[src/include/motion_defines.svh]
// Constants of the motion command interpreter: frame codes, status codes,
// register offsets and reset values. Definitions only.
`ifndef MOTION_DEFINES_SVH
`define MOTION_DEFINES_SVH

// Frame layout
`define FRAME_LEN 4'h9
`define FRAME_LAST 4'h8
`define FB_ADDR 4'h0
`define FB_CODE 4'h1
`define FB_TYPE 4'h2
`define FB_MOTOR 4'h3
`define FB_VAL3 4'h4
`define FB_SUM 4'h8

// Instruction codes
`define CODE_SPIN_RIGHT 8'h01
`define CODE_SPIN_LEFT 8'h02
`define CODE_HALT 8'h03
`define CODE_GOTO_IDX 8'h2f
`define CODE_LEFT_ACCU 8'h32
`define CODE_RIGHT_ACCU 8'h33
`define CODE_LEFT_IDX 8'h34

// Move types
`define TYPE_FIXED 8'h00
`define TYPE_OFFSET 8'h01
`define TYPE_STORED 8'h02

// Reply status codes
`define ST_OK 8'h64
`define ST_BAD_SUM 8'h01
`define ST_BAD_CMD 8'h02
`define ST_BAD_TYPE 8'h03
`define ST_BAD_VALUE 8'h04

// Axis count and target-velocity parameter number
`define AXES 2'h3
`define PARAM_TARGET_VEL 8'h02

// Register offsets (byte addresses)
`define OFS_ACCU 8'h00
`define OFS_XREG 8'h04
`define OFS_MODADDR 8'h08
`define OFS_STATUS 8'h0c
`define OFS_ACTPOS 8'h10
`define OFS_STORED_POINT_TYPE 8'h20
`define OFS_MAXVEL 8'h30
`define OFS_ACCEL 8'h40
`define OFS_TVEL 8'h50
`define OFS_TPOS 8'h60

// Reset values
`define RST_MODADDR 8'h01
`define RST_MAXVEL 32'h0000c800
`define RST_ACCEL 32'h00001000

`endif

[src/include/motion_pkg.sv]
// Types shared by the motion command interpreter and its surroundings.
// Assumes the constants header is included by the users of this package.
package motion_pkg;

   typedef logic [7:0] byte_t;

   typedef enum logic {st_collect, st_exec} fsm_e;

   // Command set handed to one axis's ramp generator
   typedef struct packed {
      logic pos_mode;
      logic [31:0] target_vel;
      logic [31:0] target_pos;
      logic [31:0] max_vel;
      logic [31:0] accel;
   } axis_cmd_s;

   // Reply to the host
   typedef struct packed {
      byte_t status;
      byte_t code;
      logic [31:0] value;
   } reply_s;

endpackage : motion_pkg

[src/rtl/motion_cmd_exec.sv]
// Motion command interpreter for three axes, accumulator and X register forms.
// Assumes byte stream inputs synchronous to mclk and an external ramp
// generator per axis that reports its actual position.
//
// How it works
// Left spin: velocity mode, target velocity is the negated accumulator.
// Right spin: velocity mode, target velocity is the accumulator.
// Velocity values are step pulses per second, passed on unscaled.
// Spins set velocity mode, then write the target velocity parameter.
// Code 50 spins left, axis from motor field 0..2.
// Code 51 spins right, axis from motor field 0..2.
// Code 52 ignores type, motor and value fields.
// Code 52 takes its axis from the X register.
// Code 47 moves; type 0 fixed, 1 offset, 2 stored point.
// Code 47 type 0 copies accumulator into target position of axis X.
// Offset type adds accumulator to the actual position.
// Stored point type moves to the axis's saved coordinate.
// Reply follows setup at once; new frames accepted during motion.
// Ramp limits come from per-axis configuration registers.
// Halt or spin commands abort a move in progress.
// Host keeps move distance within 2^31-1; sums simply wrap.
// Frame: address, code, type, motor, value MSB first, checksum.
// Checksum is modulo-256 sum of eight bytes; mismatches are rejected.
// Accepted instructions reply status 100.
//
// Local design decisions: the address-and-strobe port and the placing of the registers.
`timescale 1ns/1ps
`include "motion_defines.svh"

module motion_cmd_exec
(
   input wire logic mclk,
   input wire logic reset_n,
   input wire logic rx_valid,
   input wire motion_pkg::byte_t rx_byte,
   output motion_pkg::axis_cmd_s [2:0] axis_cmd,
   output logic [2:0] axis_load,
   output logic rx_ready,
   output logic reply_valid,
   output motion_pkg::reply_s reply,
   input wire logic [95:0] act_pos,
   input wire logic [7:0] bus_addr,
   input wire logic [31:0] bus_wdata,
   input wire logic bus_wr,
   input wire logic bus_rd,
   output logic [31:0] bus_rdata
);
   import motion_pkg::*;

   function automatic byte_t frame_sum(input byte_t f [0:8]);
      byte_t s;
      s = 8'h00;
      for (int i = 0; i < 8; i++)
      begin
         s = s + f[i];
      end
      return s;
   endfunction : frame_sum

   function automatic logic axis_valid(input logic [31:0] sel);
      return sel < 32'(`AXES);
   endfunction : axis_valid

   fsm_e state_q;
   byte_t frame_q [0:8];
   logic [3:0] idx_q;
   logic rx_ready_q;
   logic [31:0] accu_q;
   logic [31:0] x_q;
   byte_t modaddr_q;
   logic [31:0] stored_point_type_q [0:2];
   axis_cmd_s [2:0] axis_q;
   logic [2:0] load_q;
   logic reply_valid_q;
   reply_s reply_q;
   byte_t last_status_q;
   logic [31:0] rdata_q;

   byte_t code;
   byte_t mtype;
   logic [31:0] value;
   logic sum_ok;
   logic for_us;
   logic use_x;
   logic [31:0] sel;
   logic [1:0] ax;
   byte_t status_d;
   logic go;

   // Field extraction and decode of the held frame
   always_comb
   begin
      code = frame_q[`FB_CODE];
      mtype = frame_q[`FB_TYPE];
      value = {frame_q[4], frame_q[5], frame_q[6], frame_q[7]};
      sum_ok = frame_sum(frame_q) == frame_q[`FB_SUM];
      for_us = frame_q[`FB_ADDR] == modaddr_q;
      use_x = code == `CODE_LEFT_IDX || code == `CODE_GOTO_IDX;
      sel = use_x ? x_q : {24'h0, frame_q[`FB_MOTOR]}; // see
      ax = sel[1:0];
      if (!sum_ok)
      begin
         status_d = `ST_BAD_SUM;
      end
      else
      begin
         case (code)
            `CODE_SPIN_RIGHT, `CODE_SPIN_LEFT, `CODE_HALT, `CODE_LEFT_ACCU,
            `CODE_RIGHT_ACCU, `CODE_LEFT_IDX:
               status_d = axis_valid(sel) ? `ST_OK : `ST_BAD_VALUE;
            `CODE_GOTO_IDX:
               if (mtype > `TYPE_STORED)
               begin
                  status_d = `ST_BAD_TYPE;
               end
               else
               begin
                  status_d = axis_valid(sel) ? `ST_OK : `ST_BAD_VALUE;
               end
            default:
               status_d = `ST_BAD_CMD;
         endcase
      end
      go = state_q == st_exec && for_us && status_d == `ST_OK;
   end

   // Frame collection
   always_ff @(posedge mclk or negedge reset_n)
   begin
      if (!reset_n)
      begin
         idx_q <= 4'h0;
         for (int i = 0; i < 9; i++)
         begin
            frame_q[i] <= 8'h00;
         end
      end
      else if (rx_valid && rx_ready_q)
      begin
         frame_q[idx_q] <= rx_byte;
         idx_q <= (idx_q == `FRAME_LAST) ? 4'h0 : idx_q + 4'h1;
      end
   end

   // Sequencer: collect nine bytes, then one execute cycle
   always_ff @(posedge mclk or negedge reset_n)
   begin
      if (!reset_n)
      begin
         state_q <= st_collect;
         rx_ready_q <= 1'b0;
      end
      else
      begin
         case (state_q)
            st_collect:
            begin
               rx_ready_q <= 1'b1;
               if (rx_valid && rx_ready_q && idx_q == `FRAME_LAST)
               begin
                  state_q <= st_exec;
                  rx_ready_q <= 1'b0;
               end
            end
            st_exec:
            begin
               state_q <= st_collect;
               rx_ready_q <= 1'b1;
            end
            default:
               state_q <= st_collect;
         endcase
      end
   end

   // Axis command registers
   always_ff @(posedge mclk or negedge reset_n)
   begin
      if (!reset_n)
      begin
         load_q <= 3'h0;
         for (int a = 0; a < 3; a++)
         begin
            axis_q[a] <= '{1'b0, 32'h0, 32'h0, `RST_MAXVEL, `RST_ACCEL};
         end
      end
      else
      begin
         load_q <= 3'h0;
         for (int a = 0; a < 3; a++)
         begin
            if (bus_wr && bus_addr == `OFS_MAXVEL + 8'(4 * a))
            begin
               axis_q[a].max_vel <= bus_wdata;
            end
            if (bus_wr && bus_addr == `OFS_ACCEL + 8'(4 * a))
            begin
               axis_q[a].accel <= bus_wdata;
            end
         end
         if (go)
         begin
            load_q[ax] <= 1'b1;
            case (code)
               `CODE_LEFT_ACCU, `CODE_LEFT_IDX:
               begin
                  axis_q[ax].pos_mode <= 1'b0; // see
                  axis_q[ax].target_vel <= 32'h0 - accu_q; // see
               end
               `CODE_RIGHT_ACCU:
               begin
                  axis_q[ax].pos_mode <= 1'b0; // see
                  axis_q[ax].target_vel <= accu_q; // see
               end
               `CODE_SPIN_LEFT:
               begin
                  axis_q[ax].pos_mode <= 1'b0;
                  axis_q[ax].target_vel <= 32'h0 - value;
               end
               `CODE_SPIN_RIGHT:
               begin
                  axis_q[ax].pos_mode <= 1'b0;
                  axis_q[ax].target_vel <= value;
               end
               `CODE_HALT:
               begin
                  axis_q[ax].pos_mode <= 1'b0;
                  axis_q[ax].target_vel <= 32'h0;
               end
               `CODE_GOTO_IDX:
               begin
                  axis_q[ax].pos_mode <= 1'b1;
                  case (mtype)
                     `TYPE_FIXED:
                        axis_q[ax].target_pos <= accu_q;
                     `TYPE_OFFSET:
                        axis_q[ax].target_pos <= act_pos[32 * ax +: 32] + accu_q; // see
                     default:
                        axis_q[ax].target_pos <= stored_point_type_q[ax];
                  endcase
               end
               default:
                  load_q[ax] <= 1'b0;
            endcase
         end
      end
   end

   // Reply generation
   always_ff @(posedge mclk or negedge reset_n)
   begin
      if (!reset_n)
      begin
         reply_valid_q <= 1'b0;
         reply_q <= '0;
         last_status_q <= 8'h00;
      end
      else
      begin
         reply_valid_q <= 1'b0;
         if (state_q == st_exec && (for_us || !sum_ok))
         begin
            reply_valid_q <= 1'b1;
            reply_q <= '{status_d, code, accu_q};
            last_status_q <= status_d;
         end
      end
   end

   // Software registers: accumulator, X register, address, coordinates
   always_ff @(posedge mclk or negedge reset_n)
   begin
      if (!reset_n)
      begin
         accu_q <= 32'h0;
         x_q <= 32'h0;
         modaddr_q <= `RST_MODADDR;
         for (int a = 0; a < 3; a++)
         begin
            stored_point_type_q[a] <= 32'h0;
         end
      end
      else if (bus_wr)
      begin
         case (bus_addr)
            `OFS_ACCU: accu_q <= bus_wdata;
            `OFS_XREG: x_q <= bus_wdata;
            `OFS_MODADDR: modaddr_q <= bus_wdata[7:0];
            default:
               for (int a = 0; a < 3; a++)
               begin
                  if (bus_addr == `OFS_STORED_POINT_TYPE + 8'(4 * a))
                  begin
                     stored_point_type_q[a] <= bus_wdata;
                  end
               end
         endcase
      end
   end

   // Read data, one cycle after the strobe
   always_ff @(posedge mclk or negedge reset_n)
   begin
      if (!reset_n)
      begin
         rdata_q <= 32'h0;
      end
      else if (bus_rd)
      begin
         rdata_q <= 32'h0;
         case (bus_addr)
            `OFS_ACCU: rdata_q <= accu_q;
            `OFS_XREG: rdata_q <= x_q;
            `OFS_MODADDR: rdata_q <= {24'h0, modaddr_q};
            `OFS_STATUS:
               rdata_q <= {20'h0, axis_q[2].pos_mode, axis_q[1].pos_mode,
                  axis_q[0].pos_mode, state_q == st_exec, last_status_q};
            default:
               for (int a = 0; a < 3; a++)
               begin
                  if (bus_addr == `OFS_ACTPOS + 8'(4 * a))
                     rdata_q <= act_pos[32 * a +: 32];
                  if (bus_addr == `OFS_STORED_POINT_TYPE + 8'(4 * a))
                     rdata_q <= stored_point_type_q[a];
                  if (bus_addr == `OFS_MAXVEL + 8'(4 * a))
                     rdata_q <= axis_q[a].max_vel;
                  if (bus_addr == `OFS_ACCEL + 8'(4 * a))
                     rdata_q <= axis_q[a].accel;
                  if (bus_addr == `OFS_TVEL + 8'(4 * a))
                     rdata_q <= axis_q[a].target_vel;
                  if (bus_addr == `OFS_TPOS + 8'(4 * a))
                     rdata_q <= axis_q[a].target_pos;
               end
         endcase
      end
   end

   assign axis_cmd = axis_q;
   assign axis_load = load_q;
   assign rx_ready = rx_ready_q;
   assign reply_valid = reply_valid_q;
   assign reply = reply_q;
   assign bus_rdata = rdata_q;
endmodule : motion_cmd_exec

[config.mk]
export PLATFORM = sky130hd
export DESIGN_NAME = motion_cmd_exec
export DESIGN_NICKNAME = d
export VERILOG_FILES = /design/src/include/motion_pkg.sv /design/src/rtl/motion_cmd_exec.sv
export VERILOG_INCLUDE_DIRS = /design/src /design/src/include
export SDC_FILE = /design/constraint.sdc
export NUM_CORES = 2
export LEC_CHECK = 0
export BUFFER_PORTS_ARGS = -buffer_cell sky130_fd_sc_hd__buf_2
export CORE_MARGIN = 2
export CORE_UTILIZATION = 45
export DETAILED_ROUTE_END_ITERATION = 12
export MAX_ROUTING_LAYER = met4
export PLACE_DENSITY = 0.62
export SETUP_SLACK_MARGIN = 0.5
export SLEW_MARGIN = 0
export SYNTH_ARGS = -nofsm -noshare
export SYNTH_HDL_FRONTEND = slang
export SYNTH_SLANG_ARGS = --single-unit
export TNS_END_PERCENT = 5
[constraint.sdc]
create_clock -name mclk -period 6.2 [get_ports mclk]
set_input_delay 0 -clock mclk [delete_from_list [all_inputs] [get_ports mclk]]
set_output_delay 0 -clock mclk [all_outputs]
set_load 0.05 [all_outputs]
==> flow_metrics.env <==
export IMPL_status="completed"
export IMPL_min_path_type="in -> async"
export IMPL_synth_area_per_cell_sq_um=9.906
export IMPL_dpl_hpwl_mm=156.1
export IMPL_synth_warnings=0
export IMPL_hold_ws_ns=0.004489
export IMPL_first_global_vias=36305
export IMPL_rsz0062_at_grt="yes"
export IMPL_grt_max_degree=163
export IMPL_core_region_area_sq_mm=0.08662
export IMPL_h_tree_depth=3
export IMPL_path_class="reg -> reg"
export IMPL_r2r_slack_ns=0.64
export IMPL_antenna_found_initial=13
export IMPL_ys_ff_latch=713
export IMPL_ys_seq_area_share_pct=45.42
export IMPL_final_common_cell="dfrtp_1"
export IMPL_drt_pass1_iter_count=7
export IMPL_p_sw_share_pct=41.36
export IMPL_use_met2_pct=64.48
export IMPL_finalSetupViolations=0
export IMPL_powerDensity_mw_per_mm2=422.1
export IMPL_via_per_inst=6.648
export IMPL_worst_clock_skew_ns=0.03175
export IMPL_cp_end_kind="flop"
export IMPL_nNetsFinal=4805
export IMPL_tritoncts="done"
export IMPL_io_buffer_count=617
export IMPL_die_h_microns=299.6
export IMPL_rows=108
export IMPL_reg2reg_to="reply[24]"
export IMPL_grt_use_total_pct=46.10
export IMPL_clk_pin_slew_worst_paths_ns=0.06
export IMPL_die_area_sq_mm=0.08975
export IMPL_vias=38584
export IMPL_fmax_mhz=179.9
export IMPL_critPathMaxFanout=26
export IMPL_crit_path_start_kind="flop"
export IMPL_syn_inst=3969
export IMPL_pwr_share_seq_pct=28.8
export IMPL_worst_ep_required_time_ns=6.73
export IMPL_route_detailed_drc=0
export IMPL_routabilityCongestion=1.097
export IMPL_p_clk_share_pct=25.4
export IMPL_met1_usage_pct=57.88
export IMPL_busiest_layer="met2"
export IMPL_postRouteAntennaNets=0
export IMPL_clock_sinks=713
export IMPL_die_w_microns=299.6
export IMPL_yosysUniqueCellTypes=87
export IMPL_async_flop_share_pct=100.0
export IMPL_drt_initial_drc_count=6007
export IMPL_max_clock_path_buffers=3
export IMPL_detail_route_wl_per_cell_microns=35.35
export IMPL_internal_power_w=0.01172
export IMPL_clock_latency_ns=0.65
export IMPL_period_share_pct=89.64
export IMPL_grt_pass1_wl_mm=284.7
export IMPL_drive_gt1_share_pct=31.47
export IMPL_met3_usage_pct=18.12
export IMPL_min_period_ns=5.558
export IMPL_wirelength_mm=205.2
export IMPL_area_growth_pct=20.47
export IMPL_slew_violations=0
export IMPL_r2r_start="frame_q[26]"
export IMPL_cts_root_buf="clkbuf_16"
export IMPL_initial_core_util_pct=45.39
export IMPL_ios=621
export IMPL_worst_pin_slew_ns=1.262
export IMPL_numCtsBuffers=82
export IMPL_power_frac_comb_pct=45.8
export IMPL_grt_overflow_total=0
export IMPL_crit_start="frame_q[26]"
export IMPL_cts_setup_buffers=0
export IMPL_leakage_nw=23.04
export IMPL_layout_common_cells="700 x dfrtp_1, 616 x buf_2, 485 x mux2_2"
export IMPL_reg2regPathDepth=16
export IMPL_crit_arrival_ns=6.09
export IMPL_finalHoldViolCount=0
export IMPL_p_switching_w=0.008270
export IMPL_synth_area_sq_mm=0.03932
export IMPL_synthFlopType="dfrtp_1"
export IMPL_slew_headroom_pct=15.79
export IMPL_setup_tns_ns=0
export IMPL_vdd_drop_max_mv=1.343
export IMPL_maxCapViolations=0
export IMPL_synth_edf_count=0
## worst max-delay path, cell delays in order, from the launching register on
cell and delay (ns):
dfrtp_1 0.49, fa_1 0.52, inv_1 0.05, fa_1 0.47, fa_1 0.53, fa_1 0.41
inv_1 0.06, ha_1 0.16, inv_1 0.06, fa_1 0.48, xnor2_1 0.14, nor4_1 0.29
nand4_1 0.32, o21ai_0 0.55, nand2_4 0.30, buf_12 0.26, mux2_2 0.30
## power groups by stage
stage / sequential, W / clock (W) / combinational (W)
5_1_grt: 0.00579 / 0.00527 / 0.00990
4_1_cts: 0.00573 / 0.00510 / 0.00911
2_1_floorplan: 0.00606 / 0 / 0.00623
3_3_place_gp: 0.00580 / 0 / 0.00901
6_report: 0.00575 / 0.00508 / 0.00916
3_5_place_dp: 0.00581 / 0 / 0.00905
## worst max path at each step
stage | endpoint | slack [ns]
floorplan | axis_cmd[219] | 1.22
global placement | axis_cmd[95] | 0.73
detailed placement | reply[26] | 0.66
CTS | reply[39] | 0.66
global route | axis_cmd[95] | 0.46
finish | reply[24] | 0.64
## logic make-up after synthesis
| family | Yosys count | share of synthesized area [%] |
|---|---|---|
| AO/OA/AOI/OAI | 1148 | 18.47 |
| XOR/XNOR | 64 | 1.426 |
| adder cells (fa/ha/maj) | 85 | 3.469 |
| buffers and inverters | 406 | 4.061 |
| flip-flops | 713 | 45.42 |
| multiplexers | 545 | 15.43 |
| other | 1 | 0.009538 |
| AND/OR/NAND/NOR | 1007 | 11.71 |
## area by class of cell
cell class	instances	area, sq um
fill	7987	39250
multi-input combinational	2852	20080
sequential	713	17860
timing repair buffer	813	4795
clock buffer	119	2372
tap	1155	1445
inverter	109	409.1
clock inverter	30	371.6
antenna	13	32.53
## stage by stage
step	std cells	instance area [sq um]	total power [W]	util, %	worst slack [ns]
2_1_floorplan	3971	39320	0.01229	-	1.224
3_3_place_gp	5592	44080	0.01481	50.89	0.7274
3_5_place_dp	5592	44080	0.01486	50.89	0.6565
4_1_cts	5791	47320	0.01993	54.64	0.6607
5_1_grt	5803	47360	0.02096	54.68	0.4555
6_report	5804	47360	0.01999	54.68	0.6422
## state kept, by name, summed over array words and instances, names as in the netlist
name,count
reply_valid,1
code,8
idx_q,4
stored_point_type_q,96
axis_load,3
bus_rdata,32
rx_ready,1
reply,44
x_q,32
accu_q,32
axis_cmd,387
frame_q,56
state_q,1
modaddr_q,8
mtype,8
## repair_timing
action	in CTS	in global routing
resized for setup	0	2
setup endpoints to repair	0	38
hold buffers	50	0
endpoints found under the hold margin	555	0
## synthesized netlist by cell type, drive strengths merged, types with 19 or more instances
| master | instances | share of area [%] |
|---|---|---|
| clkbuf | 226 | 2.2 |
| o21ai | 382 | 4.9 |
| nand2b | 24 | 0.38 |
| buf | 71 | 0.86 |
| a222oi | 37 | 0.94 |
| a31oi | 38 | 0.60 |
| mux2i | 59 | 1.5 |
| xnor2 | 46 | 1.0 |
| a21oi | 250 | 3.2 |
| o22ai | 67 | 1.1 |
| a221o | 20 | 0.51 |
| mux2 | 486 | 14 |
| a22oi | 83 | 1.6 |
| nor2 | 274 | 2.6 |
| nand3 | 61 | 0.78 |
| nand2 | 396 | 3.8 |
| dfrtp | 700 | 45 |
| nor4 | 31 | 0.51 |
| o221ai | 23 | 0.51 |
| a21o | 33 | 0.63 |
| ha | 45 | 1.4 |
| nor3 | 84 | 1.1 |
| fa | 40 | 2.0 |
| inv | 108 | 1.0 |
| a221oi | 42 | 0.94 |
| nand4 | 39 | 0.67 |
| o211ai | 25 | 0.48 |
| o31ai | 19 | 0.36 |
## layer usage
metal / vias to the layer above / routed length [microns]
met3: 670 / 30730
met4: 0 / 12800
li1: 15748 / -
met1: 19126 / 76000
met2: 3040 / 85630
met5: - / 0
Note: power is estimated with default switching activity, not from simulation.
